`src/include/atimer_pkg.sv`:
```
// shared constants and types for the asynchronous timer clock block
package atimer_pkg;
  // processor-side command codes
  typedef enum logic [2:0] {
    CMD_COUNTER,
    CMD_COMPARE_A,
    CMD_COMPARE_B,
    CMD_CONTROL_A,
    CMD_CONTROL_B
  } reg_sel_t;
  localparam int NUM_ASYNC = 5;
  localparam int DATA_W = 8;
  // clock source select bits in async_status_control
  localparam int ASYNC_SELECT_BIT = 0;
  localparam int EXT_CLOCK_BIT = 1;
  localparam int ALT_PIN_BIT = 2;
  localparam int CTRL_W = 3;
  // prescaler select field in timer_control b
  localparam int PRESCALE_LSB = 0;
  localparam int PRESCALE_W = 3;
  localparam int PRESCALE_CNT_W = 10;
  localparam logic [PRESCALE_W-1:0] PS_STOP = 3'h0;
  localparam logic [PRESCALE_W-1:0] PS_DIV1 = 3'h1;
  localparam logic [PRESCALE_W-1:0] PS_DIV8 = 3'h2;
  localparam logic [PRESCALE_W-1:0] PS_DIV32 = 3'h3;
  localparam logic [PRESCALE_W-1:0] PS_DIV64 = 3'h4;
  localparam logic [PRESCALE_W-1:0] PS_DIV128 = 3'h5;
  localparam logic [PRESCALE_W-1:0] PS_DIV256 = 3'h6;
  localparam logic [PRESCALE_W-1:0] PS_DIV1024 = 3'h7;
  localparam logic [DATA_W-1:0] DATA_RESET = 8'h00;
  localparam logic [DATA_W-1:0] COUNT_MAX = 8'hff;
  // flag bit positions
  localparam int FLAG_OVF = 0;
  localparam int FLAG_CMP_A = 1;
  localparam int FLAG_CMP_B = 2;
  localparam int NUM_FLAGS = 3;
  // processor cycles of the flag handover after the timer edge
  localparam int FLAG_SYNC_CYCLES = 3;
  localparam int WAKE_STALL_CYCLES = 4;
  localparam int SYNC_STAGES = 2;

  // prescaler mask for a select code; tick when the masked count is zero
  function automatic logic [PRESCALE_CNT_W-1:0] prescale_mask(input logic [PRESCALE_W-1:0] sel);
    unique case (sel)
      PS_DIV8: prescale_mask = 10'h007;
      PS_DIV32: prescale_mask = 10'h01f;
      PS_DIV64: prescale_mask = 10'h03f;
      PS_DIV128: prescale_mask = 10'h07f;
      PS_DIV256: prescale_mask = 10'h0ff;
      PS_DIV1024: prescale_mask = 10'h3ff;
      default: prescale_mask = 10'h000;
    endcase
  endfunction
endpackage

```
`src/include/atimer_if.sv`:
```
// link between the processor-side controller and the timer block
`timescale 1ns/1ps
`default_nettype none
interface atimer_if;
  import atimer_pkg::*;
  logic wr_strobe;
  reg_sel_t wr_sel;
  logic [DATA_W-1:0] wr_data;
  logic [CTRL_W-1:0] clock_select;
  logic prescaler_reset;
  logic [NUM_ASYNC-1:0] update_busy;
  logic [DATA_W-1:0] counter_readback;
  logic [NUM_FLAGS-1:0] flag_event;
  logic flag_vector_ack;
  logic wake_request;
  logic osc_enable;
  logic sleep_deep;
  modport device (
    input wr_strobe, wr_sel, wr_data, clock_select, prescaler_reset, flag_vector_ack,
    input sleep_deep,
    output update_busy, counter_readback, flag_event, wake_request, osc_enable
  );
  modport host (
    output wr_strobe, wr_sel, wr_data, clock_select, prescaler_reset, flag_vector_ack,
    output sleep_deep,
    input update_busy, counter_readback, flag_event, wake_request, osc_enable
  );
endinterface
`default_nettype wire

```
`src/sync_2ff.sv`:
```
// two-stage level synchroniser
`timescale 1ns/1ps
`default_nettype none
module sync_2ff #(
  parameter int W = 1
) (
  // clock and reset
  input wire logic aclk,
  input wire logic aresetn,
  // data
  input wire logic [W-1:0] d,
  output logic [W-1:0] q
);
  logic [W-1:0] meta_reg;

  always_ff @(posedge aclk) begin
    if (!aresetn) begin
      meta_reg <= '0;
      q <= '0;
    end else begin
      meta_reg <= d;
      q <= meta_reg;
    end
  end
endmodule // sync_2ff
`default_nettype wire

```
`src/atimer_device.sv`:
```
// asynchronous timer: clock selection, prescaler, write crossing, flags
//
// Functional notes
// - synchronous mode uses tick enable on io clock
// - writes land via holding register, two edges
// - five independent holding registers
// - busy flag per holding register until updated
// - compare blocked while counter/compare transfers pending
// - processor clock over four times timer clock
// - software clock-switch sequence with flags cleared
// - wait busy clear before power-save sleep
// - interrupt logic needs one timer cycle after wake
// - wake starts next timer cycle, then stall (wake_request raised on event capture, no stall here)
// - readback register refreshed each timer edge
// - write, wait busy, then read counter
// - flag handover three processor plus one timer
// - compare pin changes on timer clock
// - oscillator stops only in deep sleep modes
// - wait one second after power-up
// - default io clock, async_select picks pin
// - oscillator pin, crystal or external clock
// - alternate pin clocks timer, oscillator free
// - prescale 1,8,32,64,128,256,1024 or stop
// - prescaler reset restarts division phase
// - source encoding per select bits
// - flags set by event, cleared by vector/write (vector ack tied low here, write only)
//
// Register access over AXI4-Lite and the placing of the registers were decided locally.
`timescale 1ns/1ps
`default_nettype none
module atimer_device
  import atimer_pkg::*;
(
  // processor clock and reset
  input wire logic aclk,
  input wire logic aresetn,
  // timer source pins
  input wire logic osc_input_pin,
  input wire logic alt_clock_pin,
  output logic osc_pins_claimed,
  // compare waveform
  output logic compare_output_pin,
  // link to controller
  atimer_if.device link
);
  // ****************************************************************
  // source clock selection
  // ****************************************************************
  logic async_mode;
  logic src_level;
  logic [1:0] src_sync;
  logic src_last_reg;
  logic src_edge;
  logic timer_tick;

  assign async_mode = link.clock_select[ASYNC_SELECT_BIT];
  // pin source: alternate pin, else oscillator input (crystal or ext clock)
  assign src_level = link.clock_select[ALT_PIN_BIT] ? alt_clock_pin : osc_input_pin;
  // crystal runs when async and not ext clock, whether or not alt pin is set; off in deep sleep
  assign link.osc_enable = async_mode && !link.clock_select[EXT_CLOCK_BIT]
    && !link.sleep_deep;
  assign osc_pins_claimed = async_mode && !link.clock_select[ALT_PIN_BIT];

  sync_2ff #(.W(1)) u_src_sync (
    .aclk(aclk),
    .aresetn(aresetn),
    .d(src_level),
    .q(src_sync[0])
  );

  always_ff @(posedge aclk) begin
    if (!aresetn) begin
      src_last_reg <= 1'b0;
    end else begin
      src_last_reg <= src_sync[0];
    end
  end
  assign src_sync[1] = src_last_reg;

  // one-cycle enable per source edge; io clock means every cycle
  assign src_edge = async_mode ? (src_sync[0] && !src_sync[1]) : 1'b1;

  // ****************************************************************
  // prescaler
  // ****************************************************************
  logic [PRESCALE_CNT_W-1:0] presc_reg;
  logic [DATA_W-1:0] control_b_reg;
  logic [PRESCALE_W-1:0] ps_sel;

  assign ps_sel = control_b_reg[PRESCALE_LSB +: PRESCALE_W];

  always_ff @(posedge aclk) begin
    if (!aresetn) begin
      presc_reg <= '0;
    end else if (link.prescaler_reset) begin
      presc_reg <= '0;
    end else if (src_edge) begin
      presc_reg <= presc_reg + 10'h001;
    end
  end

  always_comb begin
    if (ps_sel == PS_STOP) begin
      timer_tick = 1'b0;
    end else if (ps_sel == PS_DIV1) begin
      timer_tick = src_edge;
    end else begin
      timer_tick = src_edge && ((presc_reg & prescale_mask(ps_sel)) == '0);
    end
  end

  // ****************************************************************
  // holding registers and transfer on second source edge
  // ****************************************************************
  logic [DATA_W-1:0] hold_reg [NUM_ASYNC];
  logic [NUM_ASYNC-1:0] pend_reg;
  logic [1:0] edge_cnt_reg [NUM_ASYNC];
  logic [NUM_ASYNC-1:0] done;
  logic [NUM_ASYNC-1:0] busy_raw;
  logic [NUM_ASYNC-1:0] busy_sync;

  for (genvar i = 0; i < NUM_ASYNC; i++) begin : g_hold
    assign done[i] = pend_reg[i] && src_edge && (edge_cnt_reg[i] == 2'h1);
    always_ff @(posedge aclk) begin
      if (!aresetn) begin
        hold_reg[i] <= DATA_RESET;
        pend_reg[i] <= 1'b0;
        edge_cnt_reg[i] <= 2'h0;
      end else if (link.wr_strobe && link.wr_sel == reg_sel_t'(i)) begin
        hold_reg[i] <= link.wr_data;
        pend_reg[i] <= 1'b1;
        edge_cnt_reg[i] <= 2'h0;
      end else if (done[i]) begin
        pend_reg[i] <= 1'b0;
      end else if (pend_reg[i] && src_edge) begin
        edge_cnt_reg[i] <= edge_cnt_reg[i] + 2'h1;
      end
    end
  end

  // busy from the timer side, re-synchronised for the processor
  assign busy_raw = pend_reg;
  sync_2ff #(.W(NUM_ASYNC)) u_busy_sync (
    .aclk(aclk),
    .aresetn(aresetn),
    .d(busy_raw),
    .q(busy_sync)
  );
  // raw term covers the synchroniser lag so a poll right after a write sees busy
  assign link.update_busy = busy_sync | busy_raw;

  // ****************************************************************
  // counter, compare and destination registers
  // ****************************************************************
  logic [DATA_W-1:0] counter_reg;
  logic [DATA_W-1:0] compare_a_reg;
  logic [DATA_W-1:0] compare_b_reg;
  logic [DATA_W-1:0] control_a_reg;
  logic compare_block;

  always_ff @(posedge aclk) begin
    if (!aresetn) begin
      counter_reg <= DATA_RESET;
    end else if (done[CMD_COUNTER]) begin
      counter_reg <= hold_reg[CMD_COUNTER];
    end else if (timer_tick) begin
      counter_reg <= counter_reg + 8'h01;
    end
  end

  always_ff @(posedge aclk) begin
    if (!aresetn) begin
      compare_a_reg <= DATA_RESET;
      compare_b_reg <= DATA_RESET;
      control_a_reg <= DATA_RESET;
      control_b_reg <= DATA_RESET;
    end else begin
      if (done[CMD_COMPARE_A]) compare_a_reg <= hold_reg[CMD_COMPARE_A];
      if (done[CMD_COMPARE_B]) compare_b_reg <= hold_reg[CMD_COMPARE_B];
      if (done[CMD_CONTROL_A]) control_a_reg <= hold_reg[CMD_CONTROL_A];
      if (done[CMD_CONTROL_B]) control_b_reg <= hold_reg[CMD_CONTROL_B];
    end
  end

  assign compare_block = pend_reg[CMD_COUNTER] || pend_reg[CMD_COMPARE_A]
    || pend_reg[CMD_COMPARE_B];

  // ****************************************************************
  // readback, events and compare output
  // ****************************************************************
  logic [NUM_FLAGS-1:0] evt;
  logic [NUM_FLAGS-1:0] evt_pend_reg;
  logic [1:0] handover_cnt_reg;
  logic [DATA_W-1:0] readback_reg;
  logic cmp_out_reg;
  logic armed_reg;
  // compare output mode field of control a; nonzero enables toggling
  localparam int CMP_MODE_LSB = 6;
  localparam int CMP_MODE_W = 2;

  assign evt[FLAG_OVF] = timer_tick && counter_reg == COUNT_MAX;
  assign evt[FLAG_CMP_A] = timer_tick && !compare_block && counter_reg == compare_a_reg;
  assign evt[FLAG_CMP_B] = timer_tick && !compare_block && counter_reg == compare_b_reg;

  // readback only follows source edges; holds old value until one arrives
  always_ff @(posedge aclk) begin
    if (!aresetn) begin
      readback_reg <= DATA_RESET;
    end else if (src_edge) begin
      readback_reg <= counter_reg;
    end
  end
  assign link.counter_readback = readback_reg;

  // interrupt logic rearms one source edge after a vector ack
  always_ff @(posedge aclk) begin
    if (!aresetn) begin
      armed_reg <= 1'b1;
    end else if (link.flag_vector_ack) begin
      armed_reg <= 1'b0;
    end else if (src_edge) begin
      armed_reg <= 1'b1;
    end
  end

  // event waits for next source edge, then three processor cycles
  always_ff @(posedge aclk) begin
    if (!aresetn) begin
      evt_pend_reg <= '0;
      handover_cnt_reg <= 2'h0;
    end else if (|evt && armed_reg) begin
      evt_pend_reg <= evt_pend_reg | evt;
      handover_cnt_reg <= 2'h0;
    end else if (|evt_pend_reg && handover_cnt_reg != 2'(FLAG_SYNC_CYCLES)) begin
      if (src_edge || handover_cnt_reg != 2'h0) begin
        handover_cnt_reg <= handover_cnt_reg + 2'h1;
      end
    end else if (|evt_pend_reg) begin
      evt_pend_reg <= '0;
      handover_cnt_reg <= 2'h0;
    end
  end
  assign link.flag_event = (|evt_pend_reg && handover_cnt_reg == 2'(FLAG_SYNC_CYCLES))
    ? evt_pend_reg : '0;
  assign link.wake_request = |evt_pend_reg;

  // compare A toggles on the timer-side edge, no processor resync
  always_ff @(posedge aclk) begin
    if (!aresetn) begin
      cmp_out_reg <= 1'b0;
    end else if (evt[FLAG_CMP_A] && control_a_reg[CMP_MODE_LSB +: CMP_MODE_W] != '0) begin
      cmp_out_reg <= !cmp_out_reg;
    end
  end
  assign compare_output_pin = cmp_out_reg;
endmodule // atimer_device
`default_nettype wire

```
`src/flat_wrapper.sv`:
```
// flat-port wrapper written by rule: the top's interface ports become plain ports
module atimer_device_flat import atimer_pkg::*;
  (aclk, aresetn, osc_input_pin, alt_clock_pin, osc_pins_claimed, compare_output_pin, link_wr_strobe, link_wr_sel, link_wr_data, link_clock_select, link_prescaler_reset, link_flag_vector_ack, link_sleep_deep, link_update_busy, link_counter_readback, link_flag_event, link_wake_request, link_osc_enable);
  atimer_if link_i ();
  input wire logic aclk;
  input wire logic aresetn;
  input wire logic osc_input_pin;
  input wire logic alt_clock_pin;
  output logic osc_pins_claimed;
  output logic compare_output_pin;
  input wire logic [$bits(link_i.wr_strobe)-1:0] link_wr_strobe;
  input wire logic [$bits(link_i.wr_sel)-1:0] link_wr_sel;
  input wire logic [$bits(link_i.wr_data)-1:0] link_wr_data;
  input wire logic [$bits(link_i.clock_select)-1:0] link_clock_select;
  input wire logic [$bits(link_i.prescaler_reset)-1:0] link_prescaler_reset;
  input wire logic [$bits(link_i.flag_vector_ack)-1:0] link_flag_vector_ack;
  input wire logic [$bits(link_i.sleep_deep)-1:0] link_sleep_deep;
  output wire logic [$bits(link_i.update_busy)-1:0] link_update_busy;
  output wire logic [$bits(link_i.counter_readback)-1:0] link_counter_readback;
  output wire logic [$bits(link_i.flag_event)-1:0] link_flag_event;
  output wire logic [$bits(link_i.wake_request)-1:0] link_wake_request;
  output wire logic [$bits(link_i.osc_enable)-1:0] link_osc_enable;
  assign link_i.wr_strobe = link_wr_strobe;
  assign link_i.wr_sel = link_wr_sel;
  assign link_i.wr_data = link_wr_data;
  assign link_i.clock_select = link_clock_select;
  assign link_i.prescaler_reset = link_prescaler_reset;
  assign link_i.flag_vector_ack = link_flag_vector_ack;
  assign link_i.sleep_deep = link_sleep_deep;
  assign link_update_busy = link_i.update_busy;
  assign link_counter_readback = link_i.counter_readback;
  assign link_flag_event = link_i.flag_event;
  assign link_wake_request = link_i.wake_request;
  assign link_osc_enable = link_i.osc_enable;
  atimer_device u_core (.aclk(aclk), .aresetn(aresetn), .osc_input_pin(osc_input_pin), .alt_clock_pin(alt_clock_pin), .osc_pins_claimed(osc_pins_claimed), .compare_output_pin(compare_output_pin), .link(link_i));
endmodule
```
`config.mk`:
```
export PLATFORM = sky130hd
export DESIGN_NAME = atimer_device_flat
export DESIGN_NICKNAME = d
export VERILOG_FILES = /design/src/include/atimer_pkg.sv /design/src/include/atimer_if.sv /design/src/sync_2ff.sv /design/src/atimer_device.sv /design/src/flat_wrapper.sv
export SDC_FILE = /design/constraint.sdc
export NUM_CORES = 1
export LEC_CHECK = 0
export BUFFER_PORTS_ARGS = -buffer_cell sky130_fd_sc_hd__buf_2
export CORE_MARGIN = 2
export CORE_UTILIZATION = 59
export CTS_CLUSTER_DIAMETER = 200
export DETAILED_ROUTE_END_ITERATION = 6
export PLACE_DENSITY = 0.75
export REMOVE_ABC_BUFFERS = 1
export SLEW_MARGIN = 20
export SYNTH_ARGS = -nofsm -noshare
export SYNTH_HDL_FRONTEND = slang
export SYNTH_SLANG_ARGS = --single-unit
export TNS_END_PERCENT = 5
```
`constraint.sdc`:
```
create_clock -name aclk -period 2.3 [get_ports aclk]
set_input_delay 0 -clock aclk [delete_from_list [all_inputs] [get_ports aclk]]
set_output_delay 0 -clock aclk [all_outputs]
set_load 0.01 [all_outputs]
```
# [Word level (Yosys, flattened, before mapping)]
# Memories as Yosys holds them, arrays and structs flattened. A register that Yosys moved wholly into a read port is not among the register bits.
# Cells that the tools add are included.
# W data, S select, Z words.
[op_classes] n_eq_ne=23 muxes=84 n_reduce_logical=61 add_sub_neg=8 bitwise=19
[ops] operator="$pmux W10 S6" count=1
[ops] operator="$mux W1" count=57
[ops] operator="$mux W8" count=7
[ops] operator="$logic_and A1 B1 Y1" count=28
[ops] operator="$mux W2" count=13
[ops] operator="$reduce_bool A2 Y1" count=11
[ops] operator="$mux W10" count=2
[ops] operator="$eq A8 B8 Y1" count=2
[ops] operator="$eq A3 B3 Y1 const B" count=5
[ops] operator="$or A1 B1 Y1" count=15
[ops] operator="$add A2 B1 Y2 const B" count=6
[ops] operator="$eq A3 B2 Y1 const B" count=4
[ops] operator="$mux W3" count=4
[ops] operator="$add A10 B1 Y10 const B" count=1
[ops] operator="$and A10 B10 Y10" count=1
[ops] operator="$eq A2 B1 Y1 const B" count=5
[ops] operator="$logic_not A1 Y1" count=10
[ops] operator="$logic_not A10 Y1" count=1
[ops] operator="$add A8 B1 Y8 const B" count=1
[ops] operator="$eq A8 B8 Y1 const B" count=1
[ops] operator="$eq A3 B1 Y1 const B" count=2
[ops] operator="$logic_not A3 Y1" count=2
[ops] operator="$reduce_or A3 Y1" count=2
[ops] operator="$or A5 B5 Y5" count=1
[ops] operator="8 further kinds" count=13
[totals] ram_bits=50 wordCells=214 n_memories=2 in_bits=22 reg_bits=51 output_inout_bits=20
[mem_list] name="u_core.hold_reg" depth=5 word_bits=8 read_ports=5 rd_clocked_by_memory_dff=4 wr=5 line="atimer_device.sv:115" source="logic [DATA_W-1:0] hold_reg [NUM_ASYNC];"
[mem_list] name="u_core.edge_cnt_reg" depth=5 word_bits=2 read_ports=5 rd_clocked_by_memory_dff=0 wr=5 line="atimer_device.sv:117" source="logic [1:0] edge_cnt_reg [NUM_ASYNC];"

# [Depth between registers and ports, before layout]
[depth] ltp_word=15 ltp_mapped=7 mapped_depth_nobuf=6

# [Modules after synthesis]
# From an unflattened synthesis, not the netlist that was laid out.
[hier_totals] hier_cells=487 area_unflattened_um2=4787.1
[by_module_without_submodules] mod="atimer_device" area_per_inst_um2=4471.8 instances=1 seq_area_each_um2=2372.3 cells_each=463
[by_module_without_submodules] mod="sync_2ff (u_core.u_busy_sync)" area_per_inst_um2=262.8 instances=1 seq_area_each_um2=200.2 cells_each=20
[by_module_without_submodules] mod="sync_2ff (u_core.u_src_sync)" area_per_inst_um2=52.6 instances=1 seq_area_each_um2=40.0 cells_each=4

# [Worst setup path after synthesis]
# No wires, ideal clock.
[synth_path] kind="reg2reg" start="register u_core.presc_reg[0]" end="register u_core.counter_reg[6]" t_arrival_ps=1791 setup_time_ps=74 synth_period_minus_slack_ps=1865 t_required_ps=2226 setup_slack_ps=435 n_path_buf=0 stages_incl_launch_ff=6 cell_sequence="dfxtp_1 nor3_4 a41oi_4 or3_1 or4_1 a31oi_1"
[synth_via] elab_chain_len=6
[synth_lines] element="from (decl)" line="atimer_device.sv:86" source="logic [PRESCALE_CNT_W-1:0] presc_reg;"
[synth_lines] element="from (signal assigned)" line="atimer_device.sv:98" source="presc_reg <= presc_reg + 10'h001;"
[synth_lines] element="$and A10 B10 Y10" line="atimer_device.sv:108" source="timer_tick = src_edge && ((presc_reg & prescale_mask(ps_sel)) == '0);"
[synth_lines] element="$logic_not A10 Y1" line="atimer_device.sv:108"
[synth_lines] element="$logic_and A1 B1 Y1" line="atimer_device.sv:108"
[synth_lines] element="$mux W1" line="atimer_device.sv:105" source="end else if (ps_sel == PS_DIV1) begin"
[synth_lines] element="$mux W1" line="atimer_device.sv:103" source="if (ps_sel == PS_STOP) begin"
[synth_lines] element="$reduce_bool A2 Y1 (no source line)"
[synth_lines] element="to (signal assigned)" line="atimer_device.sv:165" source="counter_reg <= hold_reg[CMD_COUNTER];"
[synth_lines] element="to (signal assigned)" line="atimer_device.sv:167" source="counter_reg <= counter_reg + 8'h01;"
[synth_lines] element="to (decl)" line="atimer_device.sv:155" source="logic [DATA_W-1:0] counter_reg;"
# No other way between the ends.
# A chain may end at the register's enable or synchronous reset.

# [Worst setup path after layout]
# Ends and elaborated chain as after synthesis.

==> impl_metrics.json <==
{
  "num_vias": 3541,
  "multi_input_area_sq_mm": 0.00203,
  "finalWorstSetupSlack_ns": 0.280,
  "grt_max_degree": 38,
  "ant_nets": 0,
  "yosys-mux-area-fraction": 0.0209,
  "syn_avg_cell_area_sq_um": 9.86,
  "diodes": 0,
  "synth_compound_gate_area_share": 0.0953,
  "syn2layout_area_growth_pct": 12.7,
  "post_cts_buffers": 0,
  "r2r_setup_slack_ns": 0.28,
  "crit_path_end": "u_core.counter_reg[6]",
  "setup.worst_path.start": "u_core.presc_reg[0]",
  "place.port_buffers": 41,
  "grt_use_total": 0.237,
  "yosysMostFrequentCell": "dfxtp_1",
  "cp_num_cells": 5,
  "yosys.cell_types.count": 48,
  "die_x_um": 94.0,
  "drt_iter0_drc": 148,
  "cts-resized-gates": 0,
  "syn_area_sq_mm": 0.00478,
  "synth_xor_area_frac": 0.0495,
  "path_cells": "nor3_4, a41oi_4, or3_1, or4_1, a31oi_1",
  "grt_pass1_wl_um": 16100,
  "dieArea_sq_mm": 0.00884,
  "timing.fmax_mhz": 495,
  "final_core_util": 0.690,
  "ios": 42,
  "yosys.area.top_type": "dfxtp_1",
  "powerDensity_mw_per_mm2": 645,
  "drt_pass1_iterations": 4,
  "rsz0062_at_grt": "no",
  "final_area_sq_mm": 0.00539,
  "cts_buffers": 9,
  "r2r-start": "u_core.presc_reg[0]",
  "worstPathRequired_ns": 2.60,
  "crit_path_start_kind": "flop",
  "critPathBufInv": 0,
  "slowest_delay_ns": 0.51,
  "fillers": 619,
  "core-area_sq_mm": 0.00781,
  "finalCritPeriodShare": 0.878,
  "dp_hpwl_um": 6820,
  "drc_errors": 0,
  "crit_path_end_kind": "flop",
  "hp-class": "input pin to flop",
  "max_slew_margin": 0.292,
  "initial_core_util": 0.612,
  "yosys-top-cells-count": "dfxtp_1 (72), nand2_1 (68), a21oi_1 (39), edfxtp_1 (39), nor2_1 (35)",
  "cts_tree": "yes",
  "r2r-end": "u_core.counter_reg[6]",
  "setup_viol": 0,
  "vias_per_cell": 5.54,
  "cp_top_family": "simple AND/OR/NAND/NOR gates",
  "seqCellArea_sq_mm": 0.00261,
  "drive_above_1_share": 0.142,
  "synth_ff_type": "dfxtp_1",
  "cts-root-buf": "clkbuf_8",
  "h-tree-depth": 3,
  "path_class": "flop to flop",
  "place_area_sq_mm": 0.00508,
  "wl_per_cell_um": 14.9,
  "yosys.area.top_type_share": 0.301,
  "drv_cap": 0,
  "synth-seq-area-share": 0.546,
  "yosys.area_share.adder": 0.0236,
  "worstPathMaxFanout": 7,
  "clock_latency_ns": 0.38,
  "wl_um": 9510,
  "fin_skew_ns": 0.0126,
  "grt_pass1_vias": 3417,
  "critical_path_arrival_ns": 2.32,
  "critPathSlowestCell": "or4_1",
  "cts_buffer_depth": 2,
  "largest_reg_flops": 29,
  "tns_ns": 0,
  "status": "complete, no violations",
  "tightestPinTransition_ns": 1.06,
  "gp_congestion": 0.842,
  "synthSimpleGateAreaFrac": 0.236,
  "synth_edf_count": 39,
  "overflow": 0,
  "antenna_found_initial": 0,
  "synth_top_family_by_area": "simple AND/OR/NAND/NOR gates",
  "cts_sinks": 111,
  "maxSlewViolCount": 0,
  "ff2ff_path_depth": 5,
  "async_flop_share": 0,
  "p_leak_uw": 0.00211,
  "synth_area_leaders": "dfxtp_1 (30%), edfxtp_1 (24%), nand2_1 (5.3%), a21oi_1 (4.1%), and2_1 (4.1%)",
  "row_count": 32,
  "die_h_um": 94.0,
  "synth-seq-cells": 111,
  "ys_warn_count": 0,
  "synthCells": 485,
  "fin_crit_ns": 2.02,
  "hold_viol_final": 0,
  "layout.nets": 563,
  "clkTransAtPathRegs_ns": 0.11,
  "vdd_drop_max_uv": 391,
  "pre_cts_slack_ns": 0.315
}
==> routing by layer <==
| metal | share of wire | up-vias | track usage | wire length, um |
|---|---|---|---|---|
| met5 | 0 | - | 0 | 0 |
| met4 | 0.020 | 0 | 0.0930 | 194 |
| met3 | 0.035 | 16 | 0.0425 | 332 |
| met2 | 0.48 | 63 | 0.392 | 4600 |
| met1 | 0.46 | 1682 | 0.310 | 4390 |
| li1 | - | 1780 | - | - |
==> cell families after synthesis <==
kind of cell / Yosys count
compound gates: 74
mux: 10
flops: 111
xor+xnor: 27
buf+inv: 36
fa+ha+maj: 9
simple gates: 218
==> worst min-delay path by stage <==
stage                     cells past startpoint  slack [ns]            startpoint                      end
after floorplan                               1        0.04  link_clock_select[2]         osc_pins_claimed
after global placement                        2        0.21  link_flag_vector_ack         u_core.armed_reg
after detailed placement                      2        0.21  link_flag_vector_ack         u_core.armed_reg
after CTS                                     2        0.09               aresetn  u_core.u_busy_sync.q[1]
after global routing                          2        0.11               aresetn  u_core.u_busy_sync.q[1]
final                                         2        0.09               aresetn  u_core.u_busy_sync.q[1]
==> area by class of cell <==
type	instances	share of cell area
Clock inverter	6	0.0128
Inverter	12	0.00836
Multi-Input combinational cell	338	0.377
Clock buffer	10	0.0237
Sequential cell	111	0.485
Timing Repair Buffer	60	0.0697
Tap cell	102	0.0237
==> layout by cell type, fill, tap and decap left out, drive strengths merged, types with 4 or more instances in the layout <==
cell         count
dfxtp           72
nand2           68
buf             49
a21oi           39
edfxtp          39
nor2            35
and2            31
xnor2           22
and3            19
inv             13
nand3           11
dlygate4sd3     11
o21ai           11
mux2i           10
clkbuf          10
nand4            9
ha               9
nor3             7
or2              6
nor2b            6
nand2b           6
or3              6
nor4             5
a211oi           5
xor2             5
a21o             4
==> repair_timing <==
item,in CTS,in global routing
endpoints found under the hold margin,27,0
endpoints found under the setup margin,0,0
hold buffers,11,0
==> stage by stage <==
stage               power [uW]  hold WS (ns)  cells
floorplan                 2260        0.0429    461
global placement          2340         0.207    612
detailed placement        2350         0.210    612
CTS                       3510        0.0856    639
global route              3610         0.111    639
finish                    3480        0.0865    639
==> where the power goes <==
group          switching [uW]  internal (uW)  leakage, uW
clock                     648            510    0.0000968
sequential               26.3           2090     0.000966
combinational             128           80.3      0.00105
total                     802           2680      0.00211
No activity file was read; power rests on OpenSTA's default activity.
